[src/fbpi_defs.sv]
// Shared constants and carriers for the fieldbus drive process image,
// plus the run control word decoder.
// Assumes one clock, sys_clk, with a synchronous active-low reset.
//
// Notes on behaviour
// - Bit 0: forward run, or run/stop.
// - Bit 1: reverse run, or direction reverse.
// - Bits 2-7 become digital inputs 3-8.
// - Bit 8 raises network external fault.
// - Bit 9 requests a fault reset.
// - Rising edge of bit E clears traces.
// - Bit F high holds external baseblock.
// - State bits 0-3: run, zero, reverse, reset.
// - State bits 4-7: agree, ready, alarm, fault.
// - State bit 8 setting error, 9 power loss.
// - State bits A-F: net, relay, photo, motor2, servo.
// - Output image: 12 bytes, fixed byte layout.
// - Input image: state, speed, message, handshake.
// - V/f or open-loop PM reports output frequency.
// - At most four data items per message.
// - Function codes 03, 08, 10; others unsupported.
// - Reply 00 waiting, echo, 83 or 90 error; other codes error with bit 7 set.

`timescale 1ns/100ps
`default_nettype none

package fbpi_pkg;

	// Image geometry
	localparam int IMAGE_BYTES = 12;
	localparam int WORD_BITS = 16;
	localparam int MSG_MAX_BYTES = 8;

	// Control word bit positions
	localparam int CW_RUN = 0;
	localparam int CW_REV = 1;
	localparam int CW_DIN_LO = 2;
	localparam int CW_DIN_HI = 7;
	localparam int CW_EXT_FAULT = 8;
	localparam int CW_FAULT_RST = 9;
	localparam int CW_TRACE_CLR = 14;
	localparam int CW_BASEBLOCK = 15;

	// Message function and reply codes
	localparam logic [7:0] FC_READ = 8'h03;
	localparam logic [7:0] FC_LOOP = 8'h08;
	localparam logic [7:0] FC_WRITE = 8'h10;
	localparam logic [7:0] FC_WAIT = 8'h00;
	localparam logic [7:0] FC_READ_ERR = 8'h83;
	localparam logic [7:0] FC_WRITE_ERR = 8'h90;
	localparam logic [7:0] FC_ERR_FLAG = 8'h80;

	// Control method codes that report output frequency as speed
	localparam logic [3:0] CM_VF = 4'h0;
	localparam logic [3:0] CM_OPEN_LOOP_PM = 4'h5;

	// Reset values
	localparam logic [15:0] WORD_RST = 16'h0000;
	localparam logic [7:0] BYTE_RST = 8'h00;

	// Byte 0 sits in the top bits, so the struct reads in image order
	typedef struct packed {
		logic [15:0] word;
		logic [15:0] value;
		logic [7:0]  func;
		logic [15:0] addr;
		logic [7:0]  len;
		logic [15:0] data;
		logic [7:0]  rsvd;
		logic [7:0]  hshk;
	} fbpi_image_s;

	typedef struct packed {
		logic       forward_run_request;
		logic       reverse_run_request;
		logic [5:0] dig_in;
		logic       network_external_fault;
		logic       fault_reset;
		logic       trace_clear;
		logic       baseblock;
	} fbpi_cmd_s;

	// Bit 0 of the drive state word is the lowest field
	typedef struct packed {
		logic zero_servo_done;
		logic motor2_sel;
		logic photo2_closed;
		logic photo1_closed;
		logic relay_closed;
		logic network_control_active;
		logic power_loss;
		logic operation_setting_error;
		logic fault;
		logic alarm;
		logic ready;
		logic speed_agree;
		logic fault_reset_in;
		logic reverse_running;
		logic zero_speed;
		logic running;
	} fbpi_state_s;

	typedef enum logic [3:0] {
		MSG_IDLE  = 4'b0001,
		MSG_ISSUE = 4'b0010,
		MSG_WAIT  = 4'b0100,
		MSG_REPLY = 4'b1000
	} fbpi_msg_e;

	function automatic logic fc_supported(input logic [7:0] fc);
		fc_supported = (fc == FC_READ) || (fc == FC_LOOP) ||
			(fc == FC_WRITE);
	endfunction

endpackage

module fbpi_ctrl_decode (
	// Clock, reset, enable
	input  wire logic              sys_clk,
	input  wire logic              rst_b,
	input  wire logic              ce,
	// Control word and its setting
	input  wire logic [15:0]       run_control_word,
	input  wire logic              run_command_method_select,
	// Decoded commands
	output fbpi_pkg::fbpi_cmd_s    cmd
);

	logic clr_prev_q;
	logic b0;
	logic b1;

	assign b0 = run_control_word[fbpi_pkg::CW_RUN];
	assign b1 = run_control_word[fbpi_pkg::CW_REV];

	// Bits A to D are reserved and never looked at
	always_ff @(posedge sys_clk) begin
		if (!rst_b) begin
			cmd <= '0;
			clr_prev_q <= 1'b0;
		end else if (ce) begin
			if (!run_command_method_select) begin
				cmd.forward_run_request <= b0;
				cmd.reverse_run_request <= b1;
			end else begin
				cmd.forward_run_request <= b0 & ~b1;
				cmd.reverse_run_request <= b0 & b1;
			end
			cmd.dig_in <= run_control_word[fbpi_pkg::CW_DIN_HI:
				fbpi_pkg::CW_DIN_LO];
			cmd.network_external_fault <=
				run_control_word[fbpi_pkg::CW_EXT_FAULT];
			cmd.fault_reset <=
				run_control_word[fbpi_pkg::CW_FAULT_RST];
			clr_prev_q <= run_control_word[fbpi_pkg::CW_TRACE_CLR];
			// One pulse per edge; a held bit must not keep clearing
			cmd.trace_clear <= run_control_word[fbpi_pkg::CW_TRACE_CLR] &
				~clr_prev_q;
			cmd.baseblock <=
				run_control_word[fbpi_pkg::CW_BASEBLOCK];
		end
	end

endmodule

`default_nettype wire

[src/fbpi_process_image.sv]
// Top of the fieldbus drive process image: takes the short output image,
// drives the run commands, runs the message area and builds the input image.
// Assumes the fieldbus controller strobes out_valid when a new output image
// arrives and that the drive answers each message on its own port.

`timescale 1ns/100ps
`default_nettype none

module fbpi_process_image #(
	parameter int MSG_MAX_BYTES = fbpi_pkg::MSG_MAX_BYTES
) (
	// Clock, reset, enable
	input  wire logic                 sys_clk,
	input  wire logic                 rst_b,
	input  wire logic                 ce,
	// Output image from the master
	input  wire fbpi_pkg::fbpi_image_s out_image,
	input  wire logic                 out_valid,
	// Input image to the master
	output fbpi_pkg::fbpi_image_s     in_image,
	// Drive settings
	input  wire logic                 run_command_method_select,
	input  wire logic [3:0]           control_method_select,
	// Drive run commands
	output fbpi_pkg::fbpi_cmd_s       cmd,
	output logic [15:0]               freq_reference,
	// Drive state
	input  wire fbpi_pkg::fbpi_state_s drive_state_monitor,
	input  wire logic [15:0]          motor_speed,
	input  wire logic [15:0]          output_frequency,
	// Message port toward the drive
	output logic                      msg_valid,
	input  wire logic                 msg_ready,
	output logic                      msg_write,
	output logic [15:0]               msg_addr,
	output logic [7:0]                msg_len,
	output logic [15:0]               msg_wdata,
	input  wire logic                 rsp_valid,
	input  wire logic                 rsp_error,
	input  wire logic [15:0]          rsp_rdata
);

	// Refused at elaboration: the length check only serves even 2..8
	if (MSG_MAX_BYTES < 2 || MSG_MAX_BYTES > fbpi_pkg::MSG_MAX_BYTES ||
		MSG_MAX_BYTES % 2 != 0) begin : g_bad_max_bytes
		$error("MSG_MAX_BYTES must be even and within 2..8");
	end

	localparam logic [7:0] MAX_LEN = 8'(MSG_MAX_BYTES);

	// Latched output image
	logic [15:0]           run_control_word;
	logic [15:0]           freq_ref_q;
	logic [7:0]            func_q;
	logic [15:0]           addr_q;
	logic [7:0]            len_q;
	logic [15:0]           data_q;
	logic [7:0]            hshk_out_q;

	// Message engine
	fbpi_pkg::fbpi_msg_e   state_q;
	fbpi_pkg::fbpi_msg_e   state_d;
	logic [7:0]            last_hshk_q;
	logic [7:0]            rep_func_q;
	logic [15:0]           rep_addr_q;
	logic [7:0]            rep_len_q;
	logic [15:0]           rep_data_q;
	logic [7:0]            rep_hshk_q;
	logic                  new_msg;
	logic                  len_ok;
	logic                  is_write;
	logic [15:0]           drive_state_word;
	logic [15:0]           speed_field;

	function automatic logic [7:0] err_code(input logic [7:0] fc);
		err_code = (fc == fbpi_pkg::FC_WRITE) ? fbpi_pkg::FC_WRITE_ERR :
			(fc == fbpi_pkg::FC_READ) ? fbpi_pkg::FC_READ_ERR :
			(fc | fbpi_pkg::FC_ERR_FLAG);
	endfunction

	// Output image capture
	always_ff @(posedge sys_clk) begin
		if (!rst_b) begin
			run_control_word <= fbpi_pkg::WORD_RST;
			freq_ref_q <= fbpi_pkg::WORD_RST;
			func_q <= fbpi_pkg::BYTE_RST;
			addr_q <= fbpi_pkg::WORD_RST;
			len_q <= fbpi_pkg::BYTE_RST;
			data_q <= fbpi_pkg::WORD_RST;
			hshk_out_q <= fbpi_pkg::BYTE_RST;
		end else if (ce && out_valid) begin
			// Reserved byte 10 of the output image is dropped
			run_control_word <= out_image.word;
			freq_ref_q <= out_image.value;
			func_q <= out_image.func;
			addr_q <= out_image.addr;
			len_q <= out_image.len;
			data_q <= out_image.data;
			hshk_out_q <= out_image.hshk;
		end
	end

	assign freq_reference = freq_ref_q;

	fbpi_ctrl_decode u_decode (
		.sys_clk                   (sys_clk),
		.rst_b                     (rst_b),
		.ce                        (ce),
		.run_control_word          (run_control_word),
		.run_command_method_select (run_command_method_select),
		.cmd                       (cmd)
	);

	// A new message is marked by the master changing its handshake byte
	assign new_msg = (hshk_out_q != last_hshk_q);
	assign is_write = (func_q == fbpi_pkg::FC_WRITE);
	// Odd, zero or oversized counts are refused outright
	assign len_ok = (len_q != 8'h00) && !len_q[0] &&
		(len_q <= MAX_LEN);

	// Message state machine
	always_comb begin
		state_d = state_q;
		case (state_q)
			fbpi_pkg::MSG_IDLE: begin
				if (new_msg && fbpi_pkg::fc_supported(func_q) && len_ok &&
					func_q != fbpi_pkg::FC_LOOP)
					state_d = fbpi_pkg::MSG_ISSUE;
			end
			fbpi_pkg::MSG_ISSUE: begin
				if (msg_ready)
					state_d = fbpi_pkg::MSG_WAIT;
			end
			fbpi_pkg::MSG_WAIT: begin
				if (rsp_valid)
					state_d = fbpi_pkg::MSG_REPLY;
			end
			fbpi_pkg::MSG_REPLY: begin
				state_d = fbpi_pkg::MSG_IDLE;
			end
			default: begin
				state_d = fbpi_pkg::MSG_IDLE;
			end
		endcase
	end

	always_ff @(posedge sys_clk) begin
		if (!rst_b)
			state_q <= fbpi_pkg::MSG_IDLE;
		else if (ce)
			state_q <= state_d;
	end

	// Handshake bookkeeping: the reply handshake echoes the accepted one
	// only once the reply fields are final, so the master never pairs a
	// stale reply with a new request
	always_ff @(posedge sys_clk) begin
		if (!rst_b) begin
			last_hshk_q <= fbpi_pkg::BYTE_RST;
			rep_hshk_q <= fbpi_pkg::BYTE_RST;
		end else if (ce) begin
			if (state_q == fbpi_pkg::MSG_IDLE && new_msg)
				last_hshk_q <= hshk_out_q;
			if (state_q == fbpi_pkg::MSG_IDLE && new_msg &&
				state_d == fbpi_pkg::MSG_IDLE)
				rep_hshk_q <= hshk_out_q;
			else if (state_q == fbpi_pkg::MSG_REPLY)
				rep_hshk_q <= last_hshk_q;
		end
	end

	// Reply fields
	always_ff @(posedge sys_clk) begin
		if (!rst_b) begin
			rep_func_q <= fbpi_pkg::FC_WAIT;
			rep_addr_q <= fbpi_pkg::WORD_RST;
			rep_len_q <= fbpi_pkg::BYTE_RST;
			rep_data_q <= fbpi_pkg::WORD_RST;
		end else if (ce) begin
			if (state_q == fbpi_pkg::MSG_IDLE && new_msg) begin
				rep_addr_q <= addr_q;
				rep_len_q <= len_q;
				if (!fbpi_pkg::fc_supported(func_q) || !len_ok) begin
					rep_func_q <= err_code(func_q);
					rep_data_q <= fbpi_pkg::WORD_RST;
				end else if (func_q == fbpi_pkg::FC_LOOP) begin
					rep_func_q <= func_q;
					rep_data_q <= data_q;
				end else begin
					rep_func_q <= fbpi_pkg::FC_WAIT;
				end
			end else if (state_q == fbpi_pkg::MSG_WAIT && rsp_valid) begin
				if (rsp_error) begin
					rep_func_q <= err_code(func_q);
					rep_data_q <= fbpi_pkg::WORD_RST;
				end else begin
					rep_func_q <= is_write ? fbpi_pkg::FC_WRITE :
						fbpi_pkg::FC_READ;
					rep_data_q <= is_write ? data_q : rsp_rdata;
				end
			end
		end
	end

	// Request held stable toward the drive while it is offered
	always_ff @(posedge sys_clk) begin
		if (!rst_b) begin
			msg_write <= 1'b0;
			msg_addr <= fbpi_pkg::WORD_RST;
			msg_len <= fbpi_pkg::BYTE_RST;
			msg_wdata <= fbpi_pkg::WORD_RST;
		end else if (ce && state_q == fbpi_pkg::MSG_IDLE && new_msg) begin
			msg_write <= is_write;
			msg_addr <= addr_q;
			msg_len <= len_q;
			msg_wdata <= data_q;
		end
	end

	assign msg_valid = (state_q == fbpi_pkg::MSG_ISSUE);

	// Drive state word, bit 0 in the lowest field
	assign drive_state_word = drive_state_monitor;

	// Open-loop modes have no measured speed to give
	assign speed_field =
		(control_method_select == fbpi_pkg::CM_VF ||
		control_method_select == fbpi_pkg::CM_OPEN_LOOP_PM) ?
		output_frequency : motor_speed;

	// Input image
	always_ff @(posedge sys_clk) begin
		if (!rst_b) begin
			in_image <= '0;
		end else if (ce) begin
			in_image.word <= drive_state_word;
			in_image.value <= speed_field;
			in_image.func <= rep_func_q;
			in_image.addr <= rep_addr_q;
			in_image.len <= rep_len_q;
			in_image.data <= rep_data_q;
			in_image.rsvd <= fbpi_pkg::BYTE_RST;
			in_image.hshk <= rep_hshk_q;
		end
	end

endmodule

`default_nettype wire

[config.mk]
export PLATFORM = sky130hd
export DESIGN_NAME = fbpi_process_image
export DESIGN_NICKNAME = d
export VERILOG_FILES = /design/src/fbpi_defs.sv /design/src/fbpi_process_image.sv
export SDC_FILE = /design/constraint.sdc
export NUM_CORES = 1
export LEC_CHECK = 0
export ABC_AREA = 1
export ABC_CLOCK_PERIOD_IN_PS = 2000
export BUFFER_PORTS_ARGS = -buffer_cell sky130_fd_sc_hd__buf_2
export CAP_MARGIN = 20
export CORE_AREA = 5 5 177 179
export CTS_CLUSTER_DIAMETER = 80
export DETAILED_ROUTE_END_ITERATION = 8
export DIE_AREA = 0 0 182 184
export PLACE_DENSITY_LB_ADDON = 0.25
export SETUP_SLACK_MARGIN = 0.02
export SYNTH_ARGS = -nofsm -noshare
export SYNTH_HDL_FRONTEND = slang
export SYNTH_HIERARCHICAL = 1
export SYNTH_SLANG_ARGS = --single-unit
[constraint.sdc]
create_clock -name sys_clk -period 2 [get_ports sys_clk]
set_clock_uncertainty 0.1 [all_clocks]
set_input_delay 0.6 -clock sys_clk [delete_from_list [all_inputs] [get_ports sys_clk]]
set_output_delay 0.6 -clock sys_clk [all_outputs]
set_load 0.02 [all_outputs]
## Word level (Yosys, flattened, before mapping)

Index checks and enable logic that the tools add are counted.

| storage, ports and cells | value |
|---|---|
| register bits | 298 |
| bits of input ports | 172 |
| output and inout bits | 166 |
| word-level logic and storage cells | 99 |

| cells by class | value |
|---|---|
| order comparisons | 1 |
| equal/unequal tests | 12 |
| mux-type cells | 22 |
| bitwise operators | 5 |
| reductions and logical operators | 26 |

Operator list:

| cell | count |
|---|---|
| 16-bit 2-to-1 mux | 7 |
| 8-bit 2-to-1 mux | 7 |
| 7-bit 2-to-1 mux | 2 |
| 4-bit 2-to-1 mux | 3 |
| 4-bit one-hot mux with 3 select lines | 1 |
| 1-bit logical AND | 11 |
| 4-bit by 1-bit equality test with 1-bit output (second input constant) | 2 |
| 4-bit by 3-bit equality test with 1-bit output (second input constant) | 2 |
| 8-bit by 2-bit equality test with 1-bit output (second input constant) | 1 |
| 8-bit by 4-bit equality test with 1-bit output (second input constant) | 1 |
| 8-bit by 5-bit equality test with 1-bit output (second input constant) | 1 |
| 8-bit by 4-bit <= comparator with 1-bit output (second input constant) | 1 |
| 8-bit by 4-bit inequality test with 1-bit output (second input constant) | 1 |
| 8-bit inequality test | 1 |
| 8-bit nonzero test | 1 |
| 2-bit AND reduction | 3 |
| 5-bit 2-to-1 mux | 1 |
| 4-bit by 2-bit equality test with 1-bit output (second input constant) | 1 |
| 4-bit equality test (second input constant) | 1 |
| 4-bit zero test | 1 |
| 1-bit logical OR | 4 |
| 2-bit nonzero test | 2 |
| 1-bit bitwise AND | 3 |
| 1-bit zero test | 3 |
| other kinds (4) | 5 |

## Logic depth before layout (Yosys ltp)

| depth | value |
|---|---|
| depth after elaboration | 12 |
| mapped depth | 15 |
| gate-level depth less buffers | 14 |

## Cells and area by module

The synthesis kept the hierarchy.

Modules (own cells, without submodules):

| module | instances | cells each | area each (µm²) | sequential area each (µm²) |
|---|---|---|---|---|
| fbpi_process_image | 1 | 1445 | 10880.4 | 5705.5 |
| fbpi_ctrl_decode | 1 | 64 | 481.7 | 260.2 |

## Worst setup path after synthesis

No wires, ideal clock.

| timing | value |
|---|---|
| path type | register -> register |
| from | reg state_q[2] |
| to | reg rep_hshk_q[5] |
| library setup time | 0.113 ns |
| data arrival time | 1.865 ns |
| required time | 1.787 ns |
| setup slack | -0.078 ns |
| stages on the path, launching flop included | 12 |
| buffers on the path | 1 |
| period minus slack after synthesis | 2.078 ns |
| cells stage by stage | dfxtp_1 inv_1 nand2_1 nor3_1 nor2_2 nand3_4 nand2_2 nand2_4 buf_6 nand2_1 nand2_1 nor2_1 |

| between the ends | value |
|---|---|
| longest elaborated chain between the ends | 6 |
| elaborated cells on any way between the ends | 14 |
| classes of those cells | eq/ne (5); mux (5); reduce/logical (4) |

Ends and longest elaborated chain:

| element | line | source |
|---|---|---|
| start, declared | fbpi_process_image.sv:61 | `fbpi_pkg::fbpi_msg_e state_q;` |
| start signal, assigned | fbpi_process_image.sv:149 | `state_q <= fbpi_pkg::MSG_IDLE;` |
| start signal, assigned | fbpi_process_image.sv:151 | `state_q <= state_d;` |
| 4-bit by 2-bit equality test with 1-bit output * | -- |  |
| named net msg_valid | fbpi_process_image.sv:32 | `output logic msg_valid,` |
| 4-bit one-hot mux with 3 select lines * | fbpi_process_image.sv:124 | `case (state_q)` |
| 4-bit by 1-bit equality test with 1-bit output * | fbpi_process_image.sv:165 | `state_d == fbpi_pkg::MSG_IDLE)` |
| 1-bit logical AND * | fbpi_process_image.sv:164 | `if (state_q == fbpi_pkg::MSG_IDLE && new_msg &&` |
| 2-bit nonzero test (no source line) | -- |  |
| 2-bit AND reduction (no source line) | -- |  |
| end signal, assigned | fbpi_process_image.sv:160 | `rep_hshk_q <= fbpi_pkg::BYTE_RST;` |
| end signal, assigned | fbpi_process_image.sv:166 | `rep_hshk_q <= hshk_out_q;` |
| end signal, assigned | fbpi_process_image.sv:168 | `rep_hshk_q <= last_hshk_q;` |
| end, declared | fbpi_process_image.sv:68 | `logic [7:0] rep_hshk_q;` |

Mark *: on every way through the listed nets, which the timed path passes. The rest lies on a longest branch.
A chain may end at the register's enable or synchronous reset.

## Worst setup path after layout

| timing | value |
|---|---|
| from | reg state_q[3] |
| to | out msg_valid |

| between the ends | value |
|---|---|
| longest elaborated chain between the ends | 1 |

Ends and longest elaborated chain:

| element | line | source |
|---|---|---|
| 4-bit by 2-bit equality test with 1-bit output | fbpi_process_image.sv:220 | `assign msg_valid = (state_q == fbpi_pkg::MSG_ISSUE);` |
| end, declared | fbpi_process_image.sv:32 |  |

Every way passes these cells.

==> results.py <==
metrics = {
    "critical_path": {
        "r2r_end": "rep_data_q[11]$_SDFFE_PN0P_",
        "cp_slowest_cell": "dfxtp_2",
        "critPathKind": "reg2out",
        "critPathMaxStageDelay_ns": 0.33,
        "path_max_fanout": 2,
        "start_kind": "register",
        "rrSetupSlack_ns": 0.05,
        "end_kind": "output pin",
        "path_cells": "inv_2 > nand2_4 > nor3_4 > buf_6",
        "cp.arrival_ns": 1.25,
        "cp_top_family": "flip-flops",
        "timing.rr.start": "hshk_out_q[1]$_SDFFE_PN0P_",
        "rr_worst_depth": 13,
        "path_depth": 4,
        "cp_num_buf_inv": 2,
        "crit_required_ns": 1.30,
    },
    "floorplan": {
        "num_rows": 63,
        "die_w_um": 182,
        "dieHeight_um": 184,
        "die-area_um2": 33500,
        "core_area_um2": 29400,
        "start_util_pct": 38.2,
        "pin_count": 338,
    },
    "cells_and_area": {
        "stdcell_count": 2206,
        "area_growth_pct": 30.5,
        "drive_gt1_share_pct": 27.9,
        "nets": 1965,
        "utilization_pct": 49.9,
        "post-route-cell-area_um2": 14700,
    },
    "sta": {
        "finalWorstSetupSlack_ns": 0.0498,
        "rsz0062_at_grt": "true",
        "fmax_mhz": 513,
        "timing.setup.tns_ns": 0,
        "setup_viol": 0,
        "holdWs_ns": 0.230,
        "min_period_over_period_pct": 97.5,
        "fin_crit_ns": 1.95,
        "slew_violations": 0,
        "worstMarginPinSlew_ns": 0.520,
        "final-hold-violation-count": 0,
        "relSlewSlack_pct": 65.3,
    },
    "min_path": {
        "worstHoldEndpoint": "in_image[88]$_SDFFE_PN0P_",
        "hp-class": "in2reg",
        "hold_path_depth": 3,
        "min_from": "drive_state_monitor[8]",
    },
    "clock_network": {
        "cts.clk_slew.worst_paths_ns": 0.06,
        "clk_path_buf_depth": 3,
        "htree_levels": 2,
        "clk_latency_ns": 0.50,
        "cts_tree": "built",
        "numCtsBuffers": 34,
        "cts-root-buf": "clkbuf_16",
        "cts_sinks": 294,
        "cts_hold_buf": 0,
    },
    "global_routing": {
        "grt_max_degree": 105,
        "grt_pass1_vias": 10100,
        "gr-usage-all-layers_pct": 18.9,
        "grt_overflow": 0,
        "grt_pass1_wl_um": 52700,
        "antenna_found_initial": 3,
    },
    "place": {
        "placed_cell_area_um2": 13200,
        "port_buffers": 317,
        "dp_slack_ns": -0.0400,
        "gp_congestion": 0.868,
        "place_inst": 2135,
        "hpwl_um": 22900,
    },
    "power_and_ir_drop": {
        "p_leak_nw": 6.86,
        "power_density_nw_per_um2": 1020,
        "totalPowerFinal_mw": 15.0,
        "vdd_ir_drop_max_uv": 650,
    },
    "synthesis": {
        "synth_warnings": 6,
        "syn_area_um2": 11200,
        "synth.avg_cell_area_um2": 7.52,
        "synth_cells": 1493,
    },
    "detailed_routing": {
        "first_pass_iters": 5,
        "wirelength_um": 33600,
        "routedWlPerCell_um": 15.2,
        "routed_via_density": 4.79,
        "ant_nets": 0,
        "first_iter_violations": 536,
        "drc": 0,
        "vias": 10600,
    },
    "run": {
        "maxCapViolCount": 0,
    },
    "outcome": {
        "status": "completed",
    },
}
power by group:
| group | internal, mW | leakage, nW | switching (mW) | total (mW) |
|---|---|---|---|---|
| clock | 3.72 | 0.549 | 2.36 | 6.08 |
| sequential | 6.29 | 2.43 | 0.232 | 6.52 |
| combinational | 0.895 | 3.89 | 1.52 | 2.41 |
| total | 10.9 | 6.86 | 4.11 | 15.0 |
worst max path at each step:
| stage | startpoint | endpoint | slack (ns) |
|---|---|---|---|
| after floorplan | control_method_select[0] | in_image[78]$_SDFFE_PN0P_ | 0.12 |
| after global placement | hshk_out_q[3]$_SDFFE_PN0P_ | rep_data_q[11]$_SDFFE_PN0P_ | -0.008 |
| after detailed placement | hshk_out_q[3]$_SDFFE_PN0P_ | rep_data_q[3]$_SDFFE_PN0P_ | -0.04 |
| after CTS | state_q[3]$_SDFFE_PN0P_ | msg_valid | -0.01 |
| after global routing | hshk_out_q[1]$_SDFFE_PN0P_ | rep_data_q[10]$_SDFFE_PN0P_ | -0.06 |
| final | state_q[3]$_SDFFE_PN0P_ | msg_valid | 0.05 |
flip-flops by register name (all words and copies together) (netlist names), 8 cells and up:
name              cells
rep_addr_q           16
addr_q               16
msg_addr             16
u_decode/cmd         12
hshk_out_q            8
func_q                8
run_control_word     12
rep_hshk_q            8
data_q               16
last_hshk_q           8
rep_func_q            8
in_image             88
msg_len               8
msg_wdata            16
freq_reference       16
rep_data_q           16
len_q                 8
rep_len_q             8
area by class of cell:
class,instances,area (um2)
tap,390,488
timing repair buffer,365,2150
antenna,1,2.50
fill,2944,14700
multi-input combinational,1022,4720
clock inverter,10,108
inverter,76,293
sequential,294,5910
clock buffer,48,995
placed cells by master, fill, tap and decap left out, types with 30 or more instances in the layout:
| cell | n |
|---|---|
| a21oi_1 | 116 |
| buf_2 | 314 |
| buf_4 | 30 |
| clkbuf_16 | 36 |
| dfxtp_1 | 277 |
| inv_1 | 55 |
| nand2_1 | 187 |
| nand3_1 | 30 |
| nor2_1 | 375 |
| o21ai_0 | 200 |
what timing repair did:
action	in CTS	in global routing
endpoints found under the setup margin	24	57
gates resized for setup	13	72
setup buffers	3	8
cloned	0	1
pin swaps	3	22
tightest hold or removal path, stage by stage:
cell and delay [ns]:
buf_2 0.07, nor2_1 0.03, nor2_1 0.08
layer usage:
metal  routed length (um)  global-route usage (%)  vias up
met3                 2800                    5.60       50
met2                15300                    31.6      302
met5                   23                       0        -
met4                  559                    4.05        4
li1                     -                       -     5413
met1                14900                    24.5     4808
No activity file was read; power rests on OpenSTA's default activity.
